[config.mk]
export PLATFORM = sky130hd
export DESIGN_NAME = pilot_ignition_sequencer
export DESIGN_NICKNAME = d
export VERILOG_FILES = /design/src/rtl/ignition_pkg.sv /design/src/rtl/flame_qualifier.sv /design/src/rtl/pilot_ignition_sequencer.sv /design/src/rtl/tick_prescaler.sv
export SDC_FILE = /design/constraint.sdc
export NUM_CORES = 1
export LEC_CHECK = 0
export BUFFER_PORTS_ARGS = -buffer_cell sky130_fd_sc_hd__buf_2
export CAP_MARGIN = 15
export CORE_ASPECT_RATIO = 0.5
export CORE_MARGIN = 2
export CORE_UTILIZATION = 53
export CTS_CLUSTER_DIAMETER = 200
export DETAILED_ROUTE_END_ITERATION = 16
export PLACE_DENSITY_LB_ADDON = 0.1
export RECOVER_POWER = 50
export SYNTH_ARGS = -nofsm -noshare
export SYNTH_HDL_FRONTEND = slang
export SYNTH_HIERARCHICAL = 1
export SYNTH_SLANG_ARGS = --single-unit
[constraint.sdc]
create_clock -name SYS_CLK -period 6.9 [get_ports SYS_CLK]
set_input_delay 0.345 -clock SYS_CLK [delete_from_list [all_inputs] [get_ports SYS_CLK]]
set_output_delay 0.345 -clock SYS_CLK [all_outputs]
set_load 0.02 [all_outputs]
[src/rtl/ignition_pkg.sv]
/*
  Shared constants and types for the pilot ignition sequencer.
  Assumes a single system clock at the rate given by CLK_HZ.
*/
package ignition_pkg;

  // System clock
  localparam int unsigned CLK_HZ       = 25_000_000;
  // Sequencing tick period in milliseconds
  localparam int unsigned TICK_MS      = 1;
  localparam int unsigned TICK_CYCLES  = CLK_HZ / 1000 * TICK_MS;

  // Interval lengths, each in its own unit
  localparam int unsigned TRIAL_S      = 90;
  localparam int unsigned STABILIZE_MS = 2000;
  localparam int unsigned RETRY_MIN    = 5;
  localparam int unsigned RESET_S      = 30;

  // Interval lengths in ticks (longest times round down, least times round up)
  localparam int unsigned TRIAL_TICKS     = TRIAL_S * 1000 / TICK_MS;
  localparam int unsigned STABILIZE_TICKS = STABILIZE_MS / TICK_MS;
  localparam int unsigned RETRY_TICKS     = (RETRY_MIN * 60000 + TICK_MS - 1) / TICK_MS;
  localparam int unsigned RESET_TICKS     = (RESET_S * 1000 + TICK_MS - 1) / TICK_MS;

  // Interval counter and prescaler widths
  localparam int unsigned TIMER_W  = 20;
  localparam int unsigned PRESC_W  = 16;

  // Flame current sample width and default thresholds
  localparam int unsigned FLAME_W          = 8;
  localparam logic [FLAME_W-1:0] FLAME_LOW_DEF  = 8'h40;
  localparam logic [FLAME_W-1:0] FLAME_HIGH_DEF = 8'h60;

  typedef enum logic [2:0] {
    ST_IDLE,
    ST_TRIAL,
    ST_STABILIZE,
    ST_RUN,
    ST_RETRY_WAIT,
    ST_SHUTOFF
  } seq_state_t;

  // Load drives toward valves and spark generator
  typedef struct packed {
    logic spark;
    logic pilot;
    logic main;
  } drive_t;

  // Qualified flame levels
  typedef struct packed {
    logic low;
    logic high;
  } flame_level_t;

  localparam drive_t DRIVE_OFF = 3'h0;

endpackage : ignition_pkg

[src/rtl/flame_qualifier.sv]
/*
  Compares the sensed flame current against the two proving thresholds.
  Assumes flame samples synchronous to clk and LOW below HIGH.
*/
module flame_qualifier
  import ignition_pkg::*;
#(
  parameter logic [FLAME_W-1:0] LOW  = FLAME_LOW_DEF,
  parameter logic [FLAME_W-1:0] HIGH = FLAME_HIGH_DEF
)
(
  // Clock and reset
  input  wire logic               clk,
  input  wire logic               rst_n,
  // Sense in, levels out
  input  wire logic [FLAME_W-1:0] current,
  output flame_level_t            level
);

  flame_level_t level_nxt;

  assign level_nxt.low  = (current >= LOW);
  assign level_nxt.high = (current >= HIGH);

  always_ff @(posedge clk or negedge rst_n)
  begin
    if (!rst_n)
      level <= '0;
    else
      level <= level_nxt;
  end

endmodule : flame_qualifier

[src/rtl/pilot_ignition_sequencer.sv]
/*
  Intermittent pilot ignition sequencer: trial, two-level proving,
  stabilization, run-mode flame watch, timed retry and shutoff reset.
  Assumes heat request and flame current synchronous to SYS_CLK,
  power-up reset on RST_N, and load relays driven by the outputs.
*/
// Contract
// - Heat request with no delay running turns spark and pilot on together; spark stays off if flame is already at the lower threshold.
// - Trial lasts at most 90 s; unproven pilot then loses spark.
// - Flame at lower threshold in trial stops spark, pilot stays open.
// - Main valve opens only at the higher flame threshold.
// - Flame dropping below lower threshold before main opens re-arms spark.
// - Re-sparking never stretches the trial beyond its length from start.
// - Main valve opening starts a short stabilization before run mode.
// - Flame loss in run mode closes pilot and main together.
// - Trial expiry without proven pilot turns spark and pilot off.
// - Failed trial waits five minutes with every load drive off.
// - Trial and retry delay repeat until proven or request ends.
// - Removing the request cancels a pending retry delay.
// - After shutoff request must stay off 30 s before a fresh start.
// - Request withdrawal turns pilot, main and spark off in any state.
module pilot_ignition_sequencer
#(
  parameter int unsigned             TICK_DIV   = ignition_pkg::TICK_CYCLES,
  parameter int unsigned             TRIAL_LEN  = ignition_pkg::TRIAL_TICKS,
  parameter int unsigned             STAB_LEN   = ignition_pkg::STABILIZE_TICKS,
  parameter int unsigned             RETRY_LEN  = ignition_pkg::RETRY_TICKS,
  parameter int unsigned             RESET_LEN  = ignition_pkg::RESET_TICKS,
  parameter logic [ignition_pkg::FLAME_W-1:0] FLAME_LOW  = ignition_pkg::FLAME_LOW_DEF,
  parameter logic [ignition_pkg::FLAME_W-1:0] FLAME_HIGH = ignition_pkg::FLAME_HIGH_DEF
)
(
  // Clock and reset
  input  wire logic                             SYS_CLK,
  input  wire logic                             RST_N,
  // Thermostat and flame sense
  input  wire logic                             HEAT_REQUEST_INPUT,
  input  wire logic [ignition_pkg::FLAME_W-1:0] FLAME_CURRENT,
  // Load drives
  output logic                                  SPARK_DRIVE,
  output logic                                  PILOT_VALVE_DRIVE,
  output logic                                  MAIN_VALVE_DRIVE,
  // Status
  output logic                                  RUN_MODE,
  output logic                                  RETRY_PENDING,
  output logic                                  SHUTOFF_LOCKED
);
  import ignition_pkg::*;

  seq_state_t          state_r;
  seq_state_t          state_nxt;
  logic [TIMER_W-1:0]  timer_r;
  logic [TIMER_W-1:0]  timer_nxt;
  drive_t              drive_r;
  drive_t              drive_nxt;
  flame_level_t        flame;
  logic                tick;
  logic                heat;

  // Interval end: the tick that brings the count to its limit
  function automatic logic ends(input logic [TIMER_W-1:0] t, input int unsigned len,
                                input logic tk);
    ends = tk && (t == TIMER_W'(len - 1));
  endfunction : ends

  tick_prescaler #(
    .DIVIDE (TICK_DIV)
  ) u_tick (
    .clk   (SYS_CLK),
    .rst_n (RST_N),
    .tick  (tick)
  );

  flame_qualifier #(
    .LOW  (FLAME_LOW),
    .HIGH (FLAME_HIGH)
  ) u_flame (
    .clk     (SYS_CLK),
    .rst_n   (RST_N),
    .current (FLAME_CURRENT),
    .level   (flame)
  );

  assign heat = HEAT_REQUEST_INPUT;

  wire trial_end  = ends(timer_r, TRIAL_LEN, tick);
  wire stab_end   = ends(timer_r, STAB_LEN, tick);
  wire retry_end  = ends(timer_r, RETRY_LEN, tick);
  wire reset_end  = ends(timer_r, RESET_LEN, tick);

  // Next state
  always_comb
  begin
    state_nxt = state_r;
    unique case (state_r)
      ST_IDLE:
        if (heat)
          state_nxt = ST_TRIAL;
      ST_TRIAL:
        if (!heat)
          state_nxt = ST_IDLE;
        else if (flame.high)
          state_nxt = ST_STABILIZE;
        else if (trial_end)
          state_nxt = ST_RETRY_WAIT;
      ST_STABILIZE:
        if (!heat)
          state_nxt = ST_IDLE;
        else if (stab_end)
          state_nxt = ST_RUN;
      ST_RUN:
        if (!heat)
          state_nxt = ST_IDLE;
        else if (!flame.low)
          state_nxt = ST_SHUTOFF;
      ST_RETRY_WAIT:
        if (!heat)
          state_nxt = ST_IDLE;
        else if (retry_end)
          state_nxt = ST_TRIAL;
      ST_SHUTOFF:
        if (!heat && reset_end)
          state_nxt = ST_IDLE;
      default:
        state_nxt = ST_IDLE;
    endcase
  end

  // Interval counter restarts on every state change and while waiting out a request
  always_comb
  begin
    if (state_nxt != state_r)
      timer_nxt = '0;
    else if (state_r == ST_SHUTOFF && heat)
      timer_nxt = '0;
    else if (tick)
      timer_nxt = timer_r + TIMER_W'(1);
    else
      timer_nxt = timer_r;
  end

  // Load drives follow the next state
  always_comb
  begin
    drive_nxt = DRIVE_OFF;
    unique case (state_nxt)
      ST_TRIAL:
      begin
        drive_nxt.pilot = 1'b1;
        drive_nxt.spark = !flame.low;
      end
      ST_STABILIZE, ST_RUN:
      begin
        drive_nxt.pilot = 1'b1;
        drive_nxt.main  = 1'b1;
      end
      default:
        drive_nxt = DRIVE_OFF;
    endcase
  end

  always_ff @(posedge SYS_CLK or negedge RST_N)
  begin
    if (!RST_N)
      state_r <= ST_IDLE;
    else
      state_r <= state_nxt;
  end

  always_ff @(posedge SYS_CLK or negedge RST_N)
  begin
    if (!RST_N)
      timer_r <= '0;
    else
      timer_r <= timer_nxt;
  end

  always_ff @(posedge SYS_CLK or negedge RST_N)
  begin
    if (!RST_N)
      drive_r <= DRIVE_OFF;
    else
      drive_r <= drive_nxt;
  end

  // Status flags
  always_ff @(posedge SYS_CLK or negedge RST_N)
  begin
    if (!RST_N)
    begin
      RUN_MODE       <= 1'b0;
      RETRY_PENDING  <= 1'b0;
      SHUTOFF_LOCKED <= 1'b0;
    end
    else
    begin
      RUN_MODE       <= (state_nxt == ST_RUN);
      RETRY_PENDING  <= (state_nxt == ST_RETRY_WAIT);
      SHUTOFF_LOCKED <= (state_nxt == ST_SHUTOFF);
    end
  end

  assign SPARK_DRIVE       = drive_r.spark;
  assign PILOT_VALVE_DRIVE = drive_r.pilot;
  assign MAIN_VALVE_DRIVE  = drive_r.main;
endmodule : pilot_ignition_sequencer

[src/rtl/tick_prescaler.sv]
/*
  Divides the system clock into a one-cycle sequencing tick.
  Assumes SYS_CLK and an active-low asynchronous reset.
*/
module tick_prescaler
  import ignition_pkg::*;
#(
  parameter int unsigned DIVIDE = TICK_CYCLES
)
(
  // Clock and reset
  input  wire logic clk,
  input  wire logic rst_n,
  // Tick out
  output logic      tick
);

  logic [PRESC_W-1:0] cnt_r;
  logic               wrap;

  assign wrap = (cnt_r == PRESC_W'(DIVIDE - 1));

  always_ff @(posedge clk or negedge rst_n)
  begin
    if (!rst_n)
      cnt_r <= '0;
    else if (wrap)
      cnt_r <= '0;
    else
      cnt_r <= cnt_r + PRESC_W'(1);
  end

  always_ff @(posedge clk or negedge rst_n)
  begin
    if (!rst_n)
      tick <= 1'b0;
    else
      tick <= wrap;
  end

endmodule : tick_prescaler

==> impl_metrics.ini <==
[place]
hpwlAfterDp_microns = 3270
io_buffers = 11
gp_congestion = 0.915

[timing]
worst_pin_slew_ns = 2.13
fmax_ghz = 0.353
finalHoldViolations = 0
drv_slew = 42
setup_viol = 0
relSlewSlack_pct = -42.0
tns_ns = 0
grt_setup_unrepaired = false
fin_crit_sh_pct = 41.1
final.setup_skew_ns = 0.00302
fin_crit_ns = 2.83

[outcome]
violations = capacitance limit, slew limit
outcome = finished with violations

[worst_setup_path]
startpoint = timer_r[0]
path_class = reg2reg
cpMostUsedCell = and4_1
crit_fanout = 20
crit_path_end = timer_r[6]
rr_worst_depth = 7
cpPeakStageDelay_ns = 0.63
rrSetupSlack_ns = 4.07
cp_num_buf_inv = 1
start_kind = flip-flop
cp_slowest_cell = nand3_1
worstReg2RegEnd = timer_r[6]
end_kind = flip-flop
required_ns = 7.09
crit_family = simple AND/OR/NAND/NOR gates
r2r-start = timer_r[0]
cp_num_cells = 7
cp.arrival_ns = 3.02
crit_chain = ha_1 -> and4_1 -> and4_1 -> and4_1 -> inv_1 -> nand3_1 -> a2111oi_2

[hold_path]
hp-class = in2reg

[clocking]
cts_tree = yes
htreeDepth = 2
cts_root_buffer = clkbuf_8
clk_pin_slew_ns = 0.08
cts_sinks = 48
clk-insertion-delay-late_ns = 0.30
numCtsBuffers = 5
cts.repair.resized = 0
cts_setup_buffers = 0
clockBufferDepth = 2

[yosys]
synth_area_sq_um = 2440
avgSynthCellArea_sq_um = 10.1
syn_nets = 255
yosysWarnings = 6
ys_seq_area_share_pct = 49.3
synth_cells = 242
ys_ff_latch = 48
synth-edff-count = 0
synthArstFlopShare_pct = 100
yosysUniqueCellTypes = 41
synth_ff_type = dfrtp_1

[global_route]
grt_pass1_wl_microns = 8430
grt_max_degree = 49
grt_usage_pct = 21.2
first_global_vias = 1801
antenna_found_initial = 0
grt_overflow = 0

[routing]
wirelength_microns = 4730
wl_per_cell_microns = 15.1
first_pass_iters = 4
drc = 0
via_per_inst = 5.92
drt-initial-drc-count = 77
vias = 1852
ant_nets = 0

[floorplanning]
dieArea_sq_um = 5190
ios = 17
coreArea_sq_um = 4400
die_w_microns = 99.9
std_cell_rows = 17
die_y_microns = 52.0
start_util_pct = 55.4

[layout]
area_growth_pct = 8.06
drive_above_1_share_pct = 9.38
diodes = 0
fin_util_pct = 59.8
nets = 268

[job]
max-cap-violations = 1

[pwr]
ir_drop_mv = 0.0794
p_leak_nw = 1.17
p_per_area_nw_per_um2 = 198
## power by group
part / internal (mW) / switching [mW]
registers: 0.287 / 0.00555
logic: 0.0162 / 0.0410
clock network: 0.0815 / 0.0909
total: 0.385 / 0.138
## stage by stage
stage	worst slack (ns)	instances	hold WS, ns	power, mW	cell area [sq um]
2_1_floorplan	4.65	242	0.0494	0.338	2440
3_3_place_gp	4.14	303	0.453	0.355	2530
3_5_place_dp	4.10	303	0.454	0.356	2530
4_1_cts	4.08	311	0.228	0.530	2620
5_1_grt	3.53	313	0.223	0.550	2630
6_report	4.07	313	0.236	0.522	2630
## placed cells by master (no fill, tap or decap), drive strengths merged, types with 8 or more instances in the layout
cell type	instances
nand2	20
and4	9
xnor2	13
nor3	26
clkbuf	9
nand3	16
buf	11
xor2	16
nor2	16
nand4	9
inv	8
o21ai	8
dfrtp	48
## synth_stat cells, types with 2 or more instances
| master | instances | area (sq um) |
|---|---|---|
| nor2_1 | 16 | 60.1 |
| nand4_1 | 9 | 56.3 |
| a21oi_1 | 3 | 15.0 |
| and3b_1 | 2 | 17.5 |
| nor2b_1 | 4 | 25.0 |
| nor4_1 | 3 | 18.8 |
| o21ai_1 | 2 | 10.0 |
| and4_1 | 9 | 78.8 |
| and3_1 | 5 | 31.3 |
| ha_1 | 2 | 25.0 |
| xor2_1 | 16 | 140 |
| nor3_1 | 26 | 130 |
| nand4b_1 | 2 | 17.5 |
| dfrtp_1 | 48 | 1200 |
| buf_2 | 2 | 10.0 |
| and2_1 | 2 | 12.5 |
| nand3b_1 | 2 | 15.0 |
| buf_4 | 3 | 22.5 |
| o21bai_1 | 3 | 22.5 |
| inv_1 | 8 | 30.0 |
| nand2_1 | 20 | 75.1 |
| o21ai_0 | 6 | 30.0 |
| nor4_4 | 2 | 42.5 |
| clkbuf_1 | 3 | 11.3 |
| xnor2_1 | 13 | 114 |
| nand3_1 | 16 | 80.1 |
## flip-flops by register name, summed over array words and instances (netlist names)
name / flops
u_flame/level: 2
RETRY_PENDING: 1
SPARK_DRIVE: 1
timer_r: 20
u_tick/tick: 1
MAIN_VALVE_DRIVE: 1
u_tick/cnt_r: 16
SHUTOFF_LOCKED: 1
state_r: 3
RUN_MODE: 1
PILOT_VALVE_DRIVE: 1
## area by class of cell
type / instances / area [sq um]
inverter: 8 / 30.0
multi-input combinational: 178 / 1160
fill: 377 / 1770
clock buffer: 7 / 86.3
clock inverter: 1 / 7.51
timing repair buffer: 14 / 75.1
sequential: 48 / 1200
tap: 57 / 71.3
## worst register-to-register path, cell delays in order (launching register included)
cell	delay, ns
dfrtp_1	0.44
ha_1	0.26
and4_1	0.32
and4_1	0.28
and4_1	0.18
inv_1	0.08
nand3_1	0.63
a2111oi_2	0.54
## cell families after synthesis
group / synth area share, %
xor+xnor: 10.4
fa+ha+maj: 1.03
buf+inv: 3.03
simple gates: 30.9
compound gates: 4.98
flops: 49.3
mux: 0.411
## metal layers
metal | up-vias | GRT usage [%] | share of wire, %
li1 | 896 | - | -
met1 | 906 | 29.9 | 48
met2 | 43 | 32.4 | 45
met3 | 7 | 4.84 | 6.5
met4 | 0 | 7.76 | 0.91
met5 | - | 0 | 0
## what timing repair did
item | 4_1_cts | 5_1_grt
setup endpoints to repair | 0 | 0
endpoints found under the hold margin | 0 | 7
hold buffers | 0 | 1
## worst min path at each step
stage / startpoint / endpoint / slack (ns) / depth (start not counted)
after floorplan: RST_N / MAIN_VALVE_DRIVE / 0.05 / 0
after global placement: u_tick/cnt_r[0] / u_tick/cnt_r[0] / 0.45 / 1
after detailed placement: u_tick/cnt_r[0] / u_tick/cnt_r[0] / 0.45 / 1
after CTS: FLAME_CURRENT[7] / u_flame/level[0] / 0.23 / 2
after global routing: FLAME_CURRENT[7] / u_flame/level[0] / 0.22 / 2
final: FLAME_CURRENT[7] / u_flame/level[0] / 0.24 / 2
Note: power is estimated with default switching activity, not from simulation.
